File: config.mk
export PLATFORM = sky130hd
export DESIGN_NAME = uart9_core
export DESIGN_NICKNAME = d
export VERILOG_FILES = /design/src/uart9_pkg.sv /design/src/uart9_fifo.sv /design/src/uart9_core.sv
export SDC_FILE = /design/constraint.sdc
export NUM_CORES = 1
export LEC_CHECK = 0
export BUFFER_PORTS_ARGS = -buffer_cell sky130_fd_sc_hd__buf_2
export CORE_MARGIN = 5
export CORE_UTILIZATION = 51
export DETAILED_ROUTE_END_ITERATION = 8
export HOLD_SLACK_MARGIN = 0.12
export PLACE_DENSITY = 0.86
export SYNTH_ARGS = -nofsm -noshare
export SYNTH_HDL_FRONTEND = slang
export SYNTH_SLANG_ARGS = --single-unit
export TNS_END_PERCENT = 1
File: constraint.sdc
create_clock -name SYS_CLK -period 2.5 [get_ports SYS_CLK]
set_input_delay 0.25 -clock SYS_CLK [delete_from_list [all_inputs] [get_ports SYS_CLK]]
set_output_delay 0.25 -clock SYS_CLK [all_outputs]
set_load 0.02 [all_outputs]
File: src/uart9_pkg.sv
// Notes on behaviour
// - frame is start low, eight data lsb first, ninth bit, stop high
// - mode 2 bit rate is cpu clock over 16 or over 32
// - mode 3 bit rate comes from timer 1 overflow ticks
// - data buffer write loads ninth bit into shifter and requests transmit
// - transmit starts after next divide-by-16 rollover
// - start bit, then shifter output, first shift inserts a one
// - last shift ends frame, done flag at eleventh rollover after write
// - falling edge resets counter and loads all ones into input shifter
// - each bit sampled at counter states 7, 8, 9 with majority vote
// - start bit not zero resets receiver to edge search
// - bits shift in from right; start at left triggers final load
// - load only if done flag clear and filter off or ninth bit one
// - one bit time after final shift receiver returns to edge search
// - filter ignored in mode 0; in mode 1 requires valid stop bit
// - with filter in modes 2 and 3 address must match given or broadcast
// - given match compares only bits where mask is one
// - broadcast is address or mask; zero bits are don't-care
// - address and mask reset to zero so everything matches
// - sixteen counter states split a bit; rollover marks bit boundary
package uart9_pkg;
  localparam int  UART9_OVS       = 16;
  localparam int  UART9_SAMPLE_A  = 7;
  localparam int  UART9_SAMPLE_B  = 8;
  localparam int  UART9_SAMPLE_C  = 9;
  localparam int  UART9_TX_BITS   = 11;
  localparam logic [8:0] UART9_RX_INIT = 9'h1FF;
  localparam logic [7:0] UART9_ADDR_RST = 8'h00;
  localparam logic [1:0] UART9_MODE0 = 2'h0;
  localparam logic [1:0] UART9_MODE1 = 2'h1;
  localparam logic [1:0] UART9_MODE2 = 2'h2;
  localparam logic [1:0] UART9_MODE3 = 2'h3;

  typedef enum logic [1:0] {UART9_RX_IDLE, UART9_RX_BITS, UART9_RX_TAIL}
    uart9_rx_state_t;

  // majority of three samples
  function automatic logic uart9_vote(input logic [2:0] s);
    return (s[0] & s[1]) | (s[0] & s[2]) | (s[1] & s[2]);
  endfunction : uart9_vote
endpackage : uart9_pkg

File: src/uart9_fifo.sv
`timescale 1ns/1ps
// small receive buffer between the shifter and software
module uart9_fifo #(
  parameter int WIDTH = 9,
  parameter int DEPTH = 4
) (
  // clock and reset
  input  wire logic             clk,
  input  wire logic             rst,
  // fill side
  input  wire logic             in_valid,
  output logic                  in_ready,
  input  wire logic [WIDTH-1:0] in_data,
  // drain side
  output logic                  out_valid,
  input  wire logic             out_ready,
  output logic      [WIDTH-1:0] out_data
);
  localparam int AW = (DEPTH > 1) ? $clog2(DEPTH) : 1;
  if (DEPTH < 2 || (DEPTH & (DEPTH - 1)) != 0)
  begin : g_bad_depth
    $error("uart9_fifo depth must be a power of two");
  end
  logic [WIDTH-1:0] mem_q [DEPTH];
  logic [AW:0]      wr_q;
  logic [AW:0]      rd_q;
  wire              push = in_valid & in_ready;
  wire              pop  = out_valid & out_ready;
  assign in_ready  = (wr_q - rd_q) != (AW+1)'(DEPTH);
  assign out_valid = wr_q != rd_q;
  assign out_data  = mem_q[rd_q[AW-1:0]];
  always_ff @(posedge clk or posedge rst)
  begin
    if (rst)
    begin
      wr_q <= '0;
      rd_q <= '0;
    end
    else
    begin
      if (push)
        wr_q <= wr_q + 1'b1;
      if (pop)
        rd_q <= rd_q + 1'b1;
    end
  end
  always_ff @(posedge clk)
  begin
    if (push)
      mem_q[wr_q[AW-1:0]] <= in_data;
  end
endmodule : uart9_fifo

File: src/uart9_core.sv
`timescale 1ns/1ps
module uart9_core
  import uart9_pkg::*;
#(
  parameter int FIFO_DEPTH = 4
) (
  // clock and reset
  input  wire logic       SYS_CLK,
  input  wire logic       RST,
  // configuration
  input  wire logic [1:0] MODE,
  input  wire logic       DOUBLE_RATE,
  input  wire logic       TIMER1_OVF,
  input  wire logic       MULTIPROC_FILTER_ENABLE,
  input  wire logic [7:0] NODE_ADDRESS_IN,
  input  wire logic [7:0] NODE_ADDRESS_MASK_IN,
  input  wire logic       ADDR_WE,
  // transmit side of serial data buffer
  input  wire logic       SERIAL_DATA_BUFFER_WE,
  input  wire logic [7:0] SERIAL_DATA_BUFFER_WDATA,
  input  wire logic       TX_NINTH_BIT,
  // serial control register flag clears
  input  wire logic       TX_DONE_CLR,
  input  wire logic       RX_DONE_CLR,
  // receive buffer read
  input  wire logic       RX_READ,
  output logic [7:0]      SERIAL_DATA_BUFFER_RDATA,
  output logic            RX_NINTH_BIT,
  output logic            RX_DATA_VALID,
  // status
  output logic            TX_DONE_FLAG,
  output logic            RX_DONE_FLAG,
  output logic            TX_BUSY,
  output logic [7:0]      NODE_ADDRESS,
  output logic [7:0]      NODE_ADDRESS_MASK,
  // serial lines
  input  wire logic       RXD,
  output logic            TXD
);
  if (FIFO_DEPTH < 2)
  begin : g_bad_depth
    $error("uart9_core fifo depth too small");
  end

  // ----------------------------------------------------------------
  // input synchronisers
  // ----------------------------------------------------------------
  logic rxd_s1_q, rxd_q, rxd_prev_q;
  always_ff @(posedge SYS_CLK or posedge RST)
  begin
    if (RST)
    begin
      rxd_s1_q   <= 1'b1;
      rxd_q      <= 1'b1;
      rxd_prev_q <= 1'b1;
    end
    else
    begin
      rxd_s1_q   <= RXD;
      rxd_q      <= rxd_s1_q;
      rxd_prev_q <= rxd_q;
    end
  end

  // ----------------------------------------------------------------
  // oversample tick: every clock or every second clock in mode 2
  // ----------------------------------------------------------------
  logic pre_q;
  // sixteen ticks make a bit, so a bit is 16 or 32 clocks; any wider
  // divider here would put the bit rate off by the oversampling factor
  wire pre_wrap = DOUBLE_RATE | pre_q;
  wire tick = (MODE == UART9_MODE2) ? pre_wrap : TIMER1_OVF;
  always_ff @(posedge SYS_CLK or posedge RST)
  begin
    if (RST)
      pre_q <= '0;
    else
      pre_q <= ~pre_wrap;
  end

  // ----------------------------------------------------------------
  // node address and mask
  // ----------------------------------------------------------------
  always_ff @(posedge SYS_CLK or posedge RST)
  begin
    if (RST)
    begin
      NODE_ADDRESS      <= UART9_ADDR_RST;
      NODE_ADDRESS_MASK <= UART9_ADDR_RST;
    end
    else if (ADDR_WE)
    begin
      NODE_ADDRESS      <= NODE_ADDRESS_IN;
      NODE_ADDRESS_MASK <= NODE_ADDRESS_MASK_IN;
    end
  end

  // ----------------------------------------------------------------
  // transmitter: free running divide-by-16 sets bit boundaries
  // ----------------------------------------------------------------
  logic [3:0] tx_div_q;
  logic       tx_req_q, tx_send_q, tx_data_q;
  logic [8:0] tx_sh_q;
  logic [1:0] tx_lead_q;
  wire tx_roll = tick && (tx_div_q == 4'(UART9_OVS - 1));
  // done when ninth bit at output, stop bit left of it, zeros above
  wire tx_last = (tx_sh_q[8:2] == 7'h00) && tx_sh_q[1];
  always_ff @(posedge SYS_CLK or posedge RST)
  begin
    if (RST)
      tx_div_q <= '0;
    else if (tick)
      tx_div_q <= tx_div_q + 4'h1;
  end
  always_ff @(posedge SYS_CLK or posedge RST)
  begin
    if (RST)
    begin
      tx_req_q  <= 1'b0;
      tx_send_q <= 1'b0;
      tx_data_q <= 1'b0;
      tx_lead_q <= '0;
      tx_sh_q   <= '0;
      TXD       <= 1'b1;
    end
    else
    begin
      if (SERIAL_DATA_BUFFER_WE && !tx_send_q)
      begin
        tx_sh_q  <= {TX_NINTH_BIT, SERIAL_DATA_BUFFER_WDATA};
        tx_req_q <= 1'b1;
      end
      else if (tx_roll)
      begin
        if (tx_req_q)
        begin
          tx_req_q  <= 1'b0;
          tx_send_q <= 1'b1;
          TXD       <= 1'b0;    // start bit
          tx_lead_q <= 2'd1;
        end
        else if (tx_send_q && tx_lead_q == 2'd1)
        begin
          tx_lead_q <= 2'd2;
          tx_data_q <= 1'b1;
          TXD       <= tx_sh_q[0];
        end
        else if (tx_send_q && tx_lead_q == 2'd2)
        begin
          tx_lead_q <= 2'd0;
          tx_sh_q   <= {1'b1, tx_sh_q[8:1]}; // first shift inserts stop
          TXD       <= tx_sh_q[1];
        end
        else if (tx_send_q && tx_last)
        begin
          tx_sh_q   <= {1'b0, tx_sh_q[8:1]};
          tx_send_q <= 1'b0;
          tx_data_q <= 1'b0;
          TXD       <= 1'b1;
        end
        else if (tx_send_q)
        begin
          tx_sh_q <= {1'b0, tx_sh_q[8:1]};
          TXD     <= tx_sh_q[1];
        end
      end
    end
  end
  assign TX_BUSY = tx_req_q | tx_send_q;
  wire tx_end = tx_roll && tx_send_q && tx_lead_q == 2'd0 && tx_last;

  // ----------------------------------------------------------------
  // receiver
  // ----------------------------------------------------------------
  uart9_rx_state_t rx_st_q;
  logic [3:0] rx_div_q;
  logic [2:0] rx_smp_q;
  logic [8:0] rx_sh_q;
  logic       rx_start_q;
  wire falling = rxd_prev_q & ~rxd_q;
  wire rx_roll = tick && (rx_div_q == 4'(UART9_OVS - 1));
  wire bit_val = uart9_vote(rx_smp_q);
  wire [8:0] rx_shifted = {rx_sh_q[7:0], bit_val};
  // the start bit reaches the left edge after the eighth data bit; the
  // ninth data bit (or stop in mode 1) is the incoming bit on that shift
  wire rx_final = rx_roll && rx_st_q == UART9_RX_BITS
                  && !rx_start_q && !rx_sh_q[8];
  wire nine_bit_mode = MODE[1];
  // the first data bit ends up leftmost, so the byte is turned round
  wire [7:0] data_rx = {<<{rx_shifted[8:1]}};
  wire given_ok = ((data_rx ^ NODE_ADDRESS) & NODE_ADDRESS_MASK) == 8'h00;
  wire [7:0] bcast = NODE_ADDRESS | NODE_ADDRESS_MASK;
  wire bcast_ok = ((~data_rx) & bcast) == 8'h00;
  wire filter_on = MULTIPROC_FILTER_ENABLE && (MODE != UART9_MODE0);
  wire addr_ok = !nine_bit_mode || given_ok || bcast_ok;
  wire accept = !RX_DONE_FLAG && (!filter_on || (bit_val && addr_ok));
  wire fifo_ready;
  wire rx_push = rx_final && accept && fifo_ready;

  always_ff @(posedge SYS_CLK or posedge RST)
  begin
    if (RST)
    begin
      rx_st_q    <= UART9_RX_IDLE;
      rx_div_q   <= '0;
      rx_smp_q   <= '0;
      rx_sh_q    <= '0;
      rx_start_q <= 1'b0;
    end
    else
    begin
      unique case (rx_st_q)
        UART9_RX_IDLE:
          if (falling)
          begin
            rx_div_q   <= '0;
            rx_sh_q    <= UART9_RX_INIT;
            rx_start_q <= 1'b1;
            rx_st_q    <= UART9_RX_BITS;
          end
        UART9_RX_BITS:
          if (tick)
          begin
            rx_div_q <= rx_div_q + 4'h1;
            if (rx_div_q == 4'(UART9_SAMPLE_A - 1))
              rx_smp_q[0] <= rxd_q;
            if (rx_div_q == 4'(UART9_SAMPLE_B - 1))
              rx_smp_q[1] <= rxd_q;
            if (rx_div_q == 4'(UART9_SAMPLE_C - 1))
              rx_smp_q[2] <= rxd_q;
            if (rx_roll)
            begin
              rx_start_q <= 1'b0;
              if (rx_start_q && bit_val)
                rx_st_q <= UART9_RX_IDLE;  // false start
              else if (rx_final)
              begin
                rx_sh_q <= rx_shifted;
                rx_st_q <= UART9_RX_TAIL;
              end
              else
                rx_sh_q <= rx_shifted;
            end
          end
        UART9_RX_TAIL:
          if (tick)
          begin
            rx_div_q <= rx_div_q + 4'h1;
            if (rx_roll)
              rx_st_q <= UART9_RX_IDLE;
          end
      endcase
    end
  end

  // ----------------------------------------------------------------
  // done flags: set wins over clear
  // ----------------------------------------------------------------
  always_ff @(posedge SYS_CLK or posedge RST)
  begin
    if (RST)
    begin
      TX_DONE_FLAG <= 1'b0;
      RX_DONE_FLAG <= 1'b0;
      RX_NINTH_BIT <= 1'b0;
    end
    else
    begin
      if (tx_end)
        TX_DONE_FLAG <= 1'b1;
      else if (TX_DONE_CLR)
        TX_DONE_FLAG <= 1'b0;
      if (rx_push)
      begin
        RX_DONE_FLAG <= 1'b1;
        RX_NINTH_BIT <= bit_val;
      end
      else if (RX_DONE_CLR)
        RX_DONE_FLAG <= 1'b0;
    end
  end

  // ----------------------------------------------------------------
  // receive buffer; a full buffer drops the frame like a set flag
  // ----------------------------------------------------------------
  logic [7:0] fifo_out;
  uart9_fifo #(.WIDTH(8), .DEPTH(FIFO_DEPTH)) u_fifo (
    .clk       (SYS_CLK),
    .rst       (RST),
    .in_valid  (rx_final && accept),
    .in_ready  (fifo_ready),
    .in_data   (data_rx),
    .out_valid (RX_DATA_VALID),
    .out_ready (RX_READ),
    .out_data  (fifo_out)
  );
  assign SERIAL_DATA_BUFFER_RDATA = fifo_out;

  // ----------------------------------------------------------------
  // checks
  // ----------------------------------------------------------------
  a_addr_reset: assert property (@(posedge SYS_CLK)
    $rose(!RST) |-> NODE_ADDRESS == 8'h00 && NODE_ADDRESS_MASK == 8'h00)
    else $error("address not cleared by reset");
  a_rx_drop_flag: assert property (@(posedge SYS_CLK) disable iff (RST)
    rx_final && RX_DONE_FLAG |-> !rx_push)
    else $error("frame loaded while done flag set");
  a_rx_filter: assert property (@(posedge SYS_CLK) disable iff (RST)
    rx_push && filter_on |-> bit_val)
    else $error("filtered frame accepted with ninth bit low");
  a_false_start: assert property (@(posedge SYS_CLK) disable iff (RST)
    rx_roll && rx_start_q && bit_val && rx_st_q == UART9_RX_BITS
    |=> rx_st_q == UART9_RX_IDLE)
    else $error("false start not rejected");
  a_rx_tail: assert property (@(posedge SYS_CLK) disable iff (RST)
    rx_final |=> rx_st_q == UART9_RX_TAIL)
    else $error("no tail after final shift");
  a_tx_start_low: assert property (@(posedge SYS_CLK) disable iff (RST)
    $rose(tx_send_q) |-> !TXD)
    else $error("start bit not low");
  a_tx_idle_high: assert property (@(posedge SYS_CLK) disable iff (RST)
    !tx_send_q |-> TXD)
    else $error("line not high when idle");
  a_tx_flag_set: assert property (@(posedge SYS_CLK) disable iff (RST)
    tx_end |=> TX_DONE_FLAG)
    else $error("transmit done flag missed");
  a_edge_load: assert property (@(posedge SYS_CLK) disable iff (RST)
    rx_st_q == UART9_RX_IDLE && falling |=> rx_sh_q == UART9_RX_INIT)
    else $error("input shifter not preset");
  c_tx_frame: cover property (@(posedge SYS_CLK) disable iff (RST) tx_end);
  c_rx_frame: cover property (@(posedge SYS_CLK) disable iff (RST) rx_push);
  a_start_bit: assert property (@(posedge SYS_CLK) disable iff (RST)
    tx_send_q && !tx_data_q |-> !TXD)
    else $error("line not low during start bit");
  a_push_state: assert property (@(posedge SYS_CLK) disable iff (RST)
    rx_push |-> rx_st_q == UART9_RX_BITS && !rx_start_q)
    else $error("frame loaded outside the bit phase");
  a_done_hold: assert property (@(posedge SYS_CLK) disable iff (RST)
    TX_DONE_FLAG && !TX_DONE_CLR |=> TX_DONE_FLAG)
    else $error("transmit done flag dropped without clear");
  c_rx_drop:  cover property (@(posedge SYS_CLK) disable iff (RST)
    rx_final && !accept);
  c_false_start: cover property (@(posedge SYS_CLK) disable iff (RST)
    rx_roll && rx_start_q && bit_val && rx_st_q == UART9_RX_BITS);
endmodule : uart9_core

Word-level counts from Yosys, hierarchy flattened
Memories as Yosys holds them, arrays and structs flattened.
Cells that the tools add are included.
{"block": "word_totals", "regBits": 66, "ram_bits": 32, "inputBits": 38, "output_inout_bits": 30, "wordCells": 174, "memories": 1}
{"block": "op_classes", "n_addsub": 5, "eq_ne": 24, "muxes": 48, "bitwise_logic": 18, "reduce_logical": 54}
{"memory": "u_fifo.mem_q", "depth": 4, "width": 8, "rd": 1, "rd_clocked_by_memory_dff": 0, "wr": 1, "line": "uart9_fifo.sv:24", "text": "logic [WIDTH-1:0] mem_q [DEPTH];"}
{"operator": "2-to-1 mux 9 bit", "count": 11}
{"operator": "2-to-1 mux 1 bit", "count": 21}
{"operator": "2-to-1 mux 2 bit", "count": 10}
{"operator": "logical AND 1 bit", "count": 19}
{"operator": "inequality test 2 bit (second input constant)", "count": 9}
{"operator": "case mux 9 bit (2 select lines)", "count": 1}
{"operator": "AND 8 bit", "count": 2}
{"operator": "logical NOT 8 bit", "count": 2}
{"operator": "AND reduction 3 bit", "count": 5}
{"operator": "== test 4 bit (second input constant)", "count": 3}
{"operator": "nonzero test 2 bit", "count": 6}
{"operator": "AND reduction 5 bit", "count": 2}
{"operator": "adder 4 x 1 -> 4 bit (second input constant)", "count": 2}
{"operator": "== test 4 x 3 -> 1 bit (second input constant)", "count": 2}
{"operator": "2-to-1 mux 4 bit", "count": 2}
{"operator": "inverter 8 bit", "count": 1}
{"operator": "bitwise OR 8 bit", "count": 1}
{"operator": "case mux 4 bit (2 select lines)", "count": 1}
{"operator": "AND reduction 4 bit", "count": 2}
{"operator": "bitwise XOR 8 bit", "count": 1}
{"operator": "logical NOT 7 bit", "count": 1}
{"operator": "adder 3 x 1 -> 3 bit (second input constant)", "count": 2}
{"operator": "AND 1 bit", "count": 6}
{"operator": "== test 2 bit (second input constant)", "count": 3}
{"operator": "other kinds (19)", "count": 34}

Depth between registers and ports, before layout
{"block": "depth", "ltp_word": 12, "mapped_depth": 8, "mapped_depth_nobuf": 7}

Hierarchy
A second synthesis with hierarchy kept.
{"block": "hier_totals", "hier_cells": 371, "hier_area_um2": 4589.4}
{"mod": "uart9_core", "n_inst": 1, "cells_each": 292, "area_per_inst_um2": 3007.9, "seq_area_each_um2": 1506.4}
{"mod": "uart9_fifo", "n_inst": 1, "cells_each": 79, "area_per_inst_um2": 1581.5, "seq_area_each_um2": 1111.1}

Worst setup path after synthesis
OpenSTA, ideal clock, no wires.
{"block": "synth_path", "path_type": "register to register", "startpoint": "register NODE_ADDRESS[2]", "endpoint": "memory u_fifo.mem_q[3][0] (enable)", "setup_ns": 0.386, "arrival_time_ns": 2.042, "required_ns": 2.114, "path_slack_ns": 0.072, "stages_incl_launch_ff": 6, "path_buffers": 0, "period_less_slack_ns": 2.428, "path_cell_list": "dfrtp_1 > nor2_1 > o22ai_1 > o41ai_1 > o21ai_0 > a211oi_1"}
{"block": "synth_between", "elab_chain_len": 12, "elab_cells_between_ends": 15, "classes_between": "2 x mux; 5 x bitwise; 8 x reduce/logical"}
{"item": "start: declaration", "line": "uart9_core.sv:34", "text": "output logic [7:0] NODE_ADDRESS,"}
{"item": "start signal: assignment", "line": "uart9_core.sv:88", "text": "NODE_ADDRESS <= UART9_ADDR_RST;"}
{"item": "start signal: assignment", "line": "uart9_core.sv:93", "text": "NODE_ADDRESS <= NODE_ADDRESS_IN;"}
{"item": "bitwise XOR 8 bit", "line": "uart9_core.sv:191", "text": "wire given_ok = ((data_rx ^ NODE_ADDRESS) & NODE_ADDRESS_MASK) == 8'h00;"}
{"item": "AND 8 bit", "line": "uart9_core.sv:191"}
{"item": "logical NOT 8 bit", "line": "uart9_core.sv:191"}
{"item": "logical OR 1 bit", "line": "uart9_core.sv:195", "text": "wire addr_ok = !nine_bit_mode || given_ok || bcast_ok;"}
{"item": "logical OR 1 bit (*)", "line": "uart9_core.sv:195"}
{"item": "logical AND 1 bit (*)", "line": "uart9_core.sv:196", "text": "wire accept = !RX_DONE_FLAG && (!filter_on || (bit_val && addr_ok));"}
{"item": "logical OR 1 bit (*)", "line": "uart9_core.sv:196"}
{"item": "logical AND 1 bit (*)", "line": "uart9_core.sv:196"}
{"item": "logical AND 1 bit (*)", "line": "uart9_core.sv:290", "text": ".in_valid (rx_final && accept),"}
{"item": "AND 1 bit (*)", "line": "uart9_fifo.sv:27", "text": "wire push = in_valid & in_ready;"}
{"item": "2-to-1 mux 1 bit (*)", "line": "uart9_fifo.sv:49", "text": "if (push)"}
{"item": "2-to-1 mux 1 bit (not written as such) (*)", "line": "uart9_fifo.sv:50", "text": "mem_q[wr_q[AW-1:0]] <= in_data;"}
{"item": "end: declaration", "line": "uart9_fifo.sv:24"}
Every way passes the cells marked *; elsewhere a longest branch is shown, timed or not.

Worst setup path after layout
{"block": "layout_path", "startpoint": "register rx_sh_q[7]", "endpoint": "memory u_fifo.mem_q[1][2] (enable)"}
{"block": "layout_between", "elab_chain_len": 12, "elab_cells_between_ends": 15, "classes_between": "2 x mux; 5 x bitwise; 8 x reduce/logical"}
{"item": "start: declaration", "line": "uart9_core.sv:178", "text": "logic [8:0] rx_sh_q;"}
{"item": "start signal: assignment", "line": "uart9_core.sv:238", "text": "rx_sh_q <= rx_shifted;"}
{"item": "start signal: assignment", "line": "uart9_core.sv:242", "text": "rx_sh_q <= rx_shifted;"}
{"item": "bitwise XOR 8 bit", "line": "uart9_core.sv:191"}
{"item": "AND 8 bit", "line": "uart9_core.sv:191"}
{"item": "logical NOT 8 bit", "line": "uart9_core.sv:191"}
{"item": "logical OR 1 bit", "line": "uart9_core.sv:195"}
{"item": "logical OR 1 bit (*)", "line": "uart9_core.sv:195"}
{"item": "logical AND 1 bit (*)", "line": "uart9_core.sv:196"}
{"item": "logical OR 1 bit (*)", "line": "uart9_core.sv:196"}
{"item": "logical AND 1 bit (*)", "line": "uart9_core.sv:196"}
{"item": "logical AND 1 bit (*)", "line": "uart9_core.sv:290"}
{"item": "AND 1 bit (*)", "line": "uart9_fifo.sv:27"}
{"item": "2-to-1 mux 1 bit (*)", "line": "uart9_fifo.sv:49"}
{"item": "2-to-1 mux 1 bit (not written as such) (*)", "line": "uart9_fifo.sv:50"}
Marked as above.

==> summary.md <==
| Metric | Value |
|---|---|
| Asr flop ratio synth | 67.3% |
| Worst-margin pin slew | 0.975 ns |
| Post-CTS Setup Bufs | 0 |
| Die ar. | 11100 um^2 |
| Post-CTS Resized | 0 |
| Setup CP Type | reg -> reg |
| Routed vias/inst | 5.54 |
| #FFs+latches synth | 98 |
| Critical-path top delay cell | dfrtp_1 |
| Mean Syn Cell Area | 12.9 um^2 |
| Final HPWL DP | 6760 um |
| CP Cell Sequence | o22ai_1 -> o41ai_1 -> o21ai_0 -> a211oi_1 -> buf_4 |
| Crit path required time | around 2.6 ns |
| Layout cells sized above 1 | about a third |
| Largest net degree at the start of global routing | 40 |
| Pwr/cell area | 911 nW/um^2 |
| Critical path fanouts, max | 8 |
| Syn. warnings | 0 |
| Area growth syn-to-layout | 21.0% |
| Antenna violations before repair | 0 |
| Total of max-cap violations | 0 |
| Top Family by Delay on Critical Path | compound AO/OA/AOI/OAI gates |
| Max_slew headroom | approximately a third |
| Startpoint types | register |
| Remaining antenna violation count after routing | 0 |
| Worst path arrival time | 2.33 ns |
| GPL Wtd Cong | 0.822 |
| Register area share after synthesis | approximately 57% |
| Clock H-tree levels | 3 |
| Final setup fails | 0 |
| Post-synth top area share | between 30 and 40% |
| DR iter-0 viols | 136 |
| Worst r2r src | rx_sh_q[7] |
| Ant. Diodes | 0 |
| Worst min path class | in -> reg |
| CTS sink count | between 90 and 100 |
| Reg2reg end | u_fifo.mem_q[1][2] |
| DR WL/cell | between 15 and 20 um |
| Synth Instances | roughly 360 |
| DR pass1 iterations | 4 |
| DIE HEIGHT | 105 um |
| Max Freq | about 450 MHz |
| EDFF count, synth | 32 |
| Initial Util | 52.7% |
| Reg2reg setup slack | 0.25 ns |
| Syn nets | ~400 |
| Die Width | 105 um |
| Residual DRC | 0 |
| Crit path from | rx_sh_q[7] |
| Worst vdd ir | 412 uV |
| RSZ-0062 raised after global routing | false |
| Global-route wire length before repair | 17000 um |
| Nets | 513 |
| Tot GR Track Use | about a fifth |
| Worst skew pair latency | 0.37 ns |
| CP Capture Type | register |
| Critical path depth | 5 |
| Worst path buffer plus inverter count | 1 |
| Ranking of synthesized cells by area | dfrtp_1 34%, edfxtp_1 21%, mux2_2 7.1%, mux4_2 3.9%, ha_1 3.8% |
| Hold Fails Final Rpt | 0 |
| Clock skew | approximately 0.017 ns |
| Root Driver | clkbuf_8 |
| Bufs on Longest Clock Path | 2 |
| Outcome | complete, no violations |
| Cell taking the most area after synthesis | dfrtp_1 |
| Total power | 5.09 mW |
| FP Rows | 34 |
| CTS buffer count | 9 |
| Final period utilization | between 80% and 90% |
| Clk slew on worst S/H paths | 0.10 ns |
| Vias in the first global route | between 3000 and 4000 |
| Num ports | just under 70 |
| Core Region | 8760 um^2 |
| Routed wire length | 9940 um |
| CTS tree | built |
| Max incr delay on CP | 0.52 ns |
| Vias after detailed routing | 3181 |
| Top FF cell, synth | dfrtp_1 |
| Mapped cell area | 4620 um^2 |
| Total congestion overflow | 0 |
| Synth cell types | 53 |
| Setup TNS Final | 0 ns |
| Slew Limit Fails | 0 |
| Crit path to | u_fifo.mem_q[1][2] |
| Leakage Power | 2.38 nW |
| Minimum clock period | 2.25 ns |
| # port buffers | 67 |
| Cells on worst reg2reg path | 5 |
[state kept, by name, summed over array words and instances (netlist names), 4 cells and up]
name               flops
u_fifo.mem_q          32
rx_sh_q                9
tx_sh_q                9
NODE_ADDRESS           8
NODE_ADDRESS_MASK      8
rx_div_q               4
tx_div_q               4
[what timing repair did]
action                     4_1_cts  5_1_grt
setup endpoints to repair        0        0
hold buffers                    28        0
hold endpoints to repair        53        0
[metrics by stage]
stage / area [um^2] / utilization [%] / std cells / worst slack [ns] / hold slack, ns
floorplan: 4620 / - / 358 / 0.0716 / 0.254
global placement: 5110 / 58.3 / 530 / 0.418 / 0.346
detailed placement: 5110 / 58.3 / 530 / 0.310 / 0.355
CTS: 5590 / 63.8 / 574 / 0.280 / 0.132
global route: 5590 / 63.8 / 574 / 0.0667 / 0.143
finish: 5590 / 63.8 / 574 / 0.255 / 0.136
[logic make-up after synthesis]
logic type,Yosys count,share of synthesized area [%]
adders and majority gates,15,4.01
xor gates and xnor gates,16,3.03
muxes,50,14.1
buffers and inverters,28,2.63
and+or+nand+nor,90,10.4
AOI/OAI and AO/OA,61,9.21
DFF,98,56.6
[placed cells by master (no fill, tap or decap), types with 14 or more instances in the layout]
master / n
dfrtp_1: 62
o21ai_0: 24
edfxtp_1: 32
buf_2: 67
nor2_1: 14
ha_1: 14
dlygate4sd3_1: 28
mux2_2: 29
nand2_1: 28
inv_1: 16
[worst register-to-register path, cell delays in order (launching register included)]
cell,delay (ns)
dfrtp_1,0.52
o22ai_1,0.17
o41ai_1,0.48
o21ai_0,0.26
a211oi_1,0.30
buf_4,0.22
[how the worst min path moves through the flow]
stage | startpoint | to | slack (ns) | depth (start not counted)
final | NODE_ADDRESS_IN[0] | NODE_ADDRESS[0] | 0.14 | 2
after global routing | NODE_ADDRESS_IN[0] | NODE_ADDRESS[0] | 0.14 | 2
after CTS | NODE_ADDRESS_IN[0] | NODE_ADDRESS[0] | 0.13 | 2
after detailed placement | RST | tx_lead_q[1] | 0.36 | 2
after global placement | RST | tx_req_q | 0.35 | 2
after floorplan | RXD | rxd_s1_q | 0.25 | 0
[power breakdown]
group	internal, mW	leakage [nW]	switching, mW
Sequential	2.02	1.05	0.383
Combinational	0.780	1.23	0.876
Clock	0.402	0.104	0.633
Total	3.20	2.38	1.89
[final cells by class]
class / count / area [um^2]
Fill cell: 622 / 3170
Multi-Input combinational cell: 232 / 1880
Tap cell: 108 / 135
Sequential cell: 98 / 2620
Clock inverter: 7 / 81.3
Inverter: 17 / 63.8
Clock buffer: 9 / 124
Timing Repair Buffer: 103 / 688
[routing by layer]
layer	up-vias	global-route usage (%)	part of all wire, %	routed length (um)
li1	1509	-	-	-
met1	1572	24.0	42	4180
met2	80	31.9	52	5130
met3	20	3.02	4.1	404
met4	0	6.67	2.3	226
met5	-	0	0	0
[Yosys cell counts, types with 5 or more instances]
cell type,instances
dfrtp_1,62
edfxtp_1,32
mux2_2,29
nand2_1,28
o21ai_0,24
inv_1,17
ha_1,14
nor2_1,14
nand2b_1,13
clkbuf_1,10
mux2i_1,10
xor2_1,9
mux4_2,8
nor2b_1,7
xnor2_1,7
nand3_1,6
nand4_1,5
No activity file was read; power rests on OpenSTA's default activity.
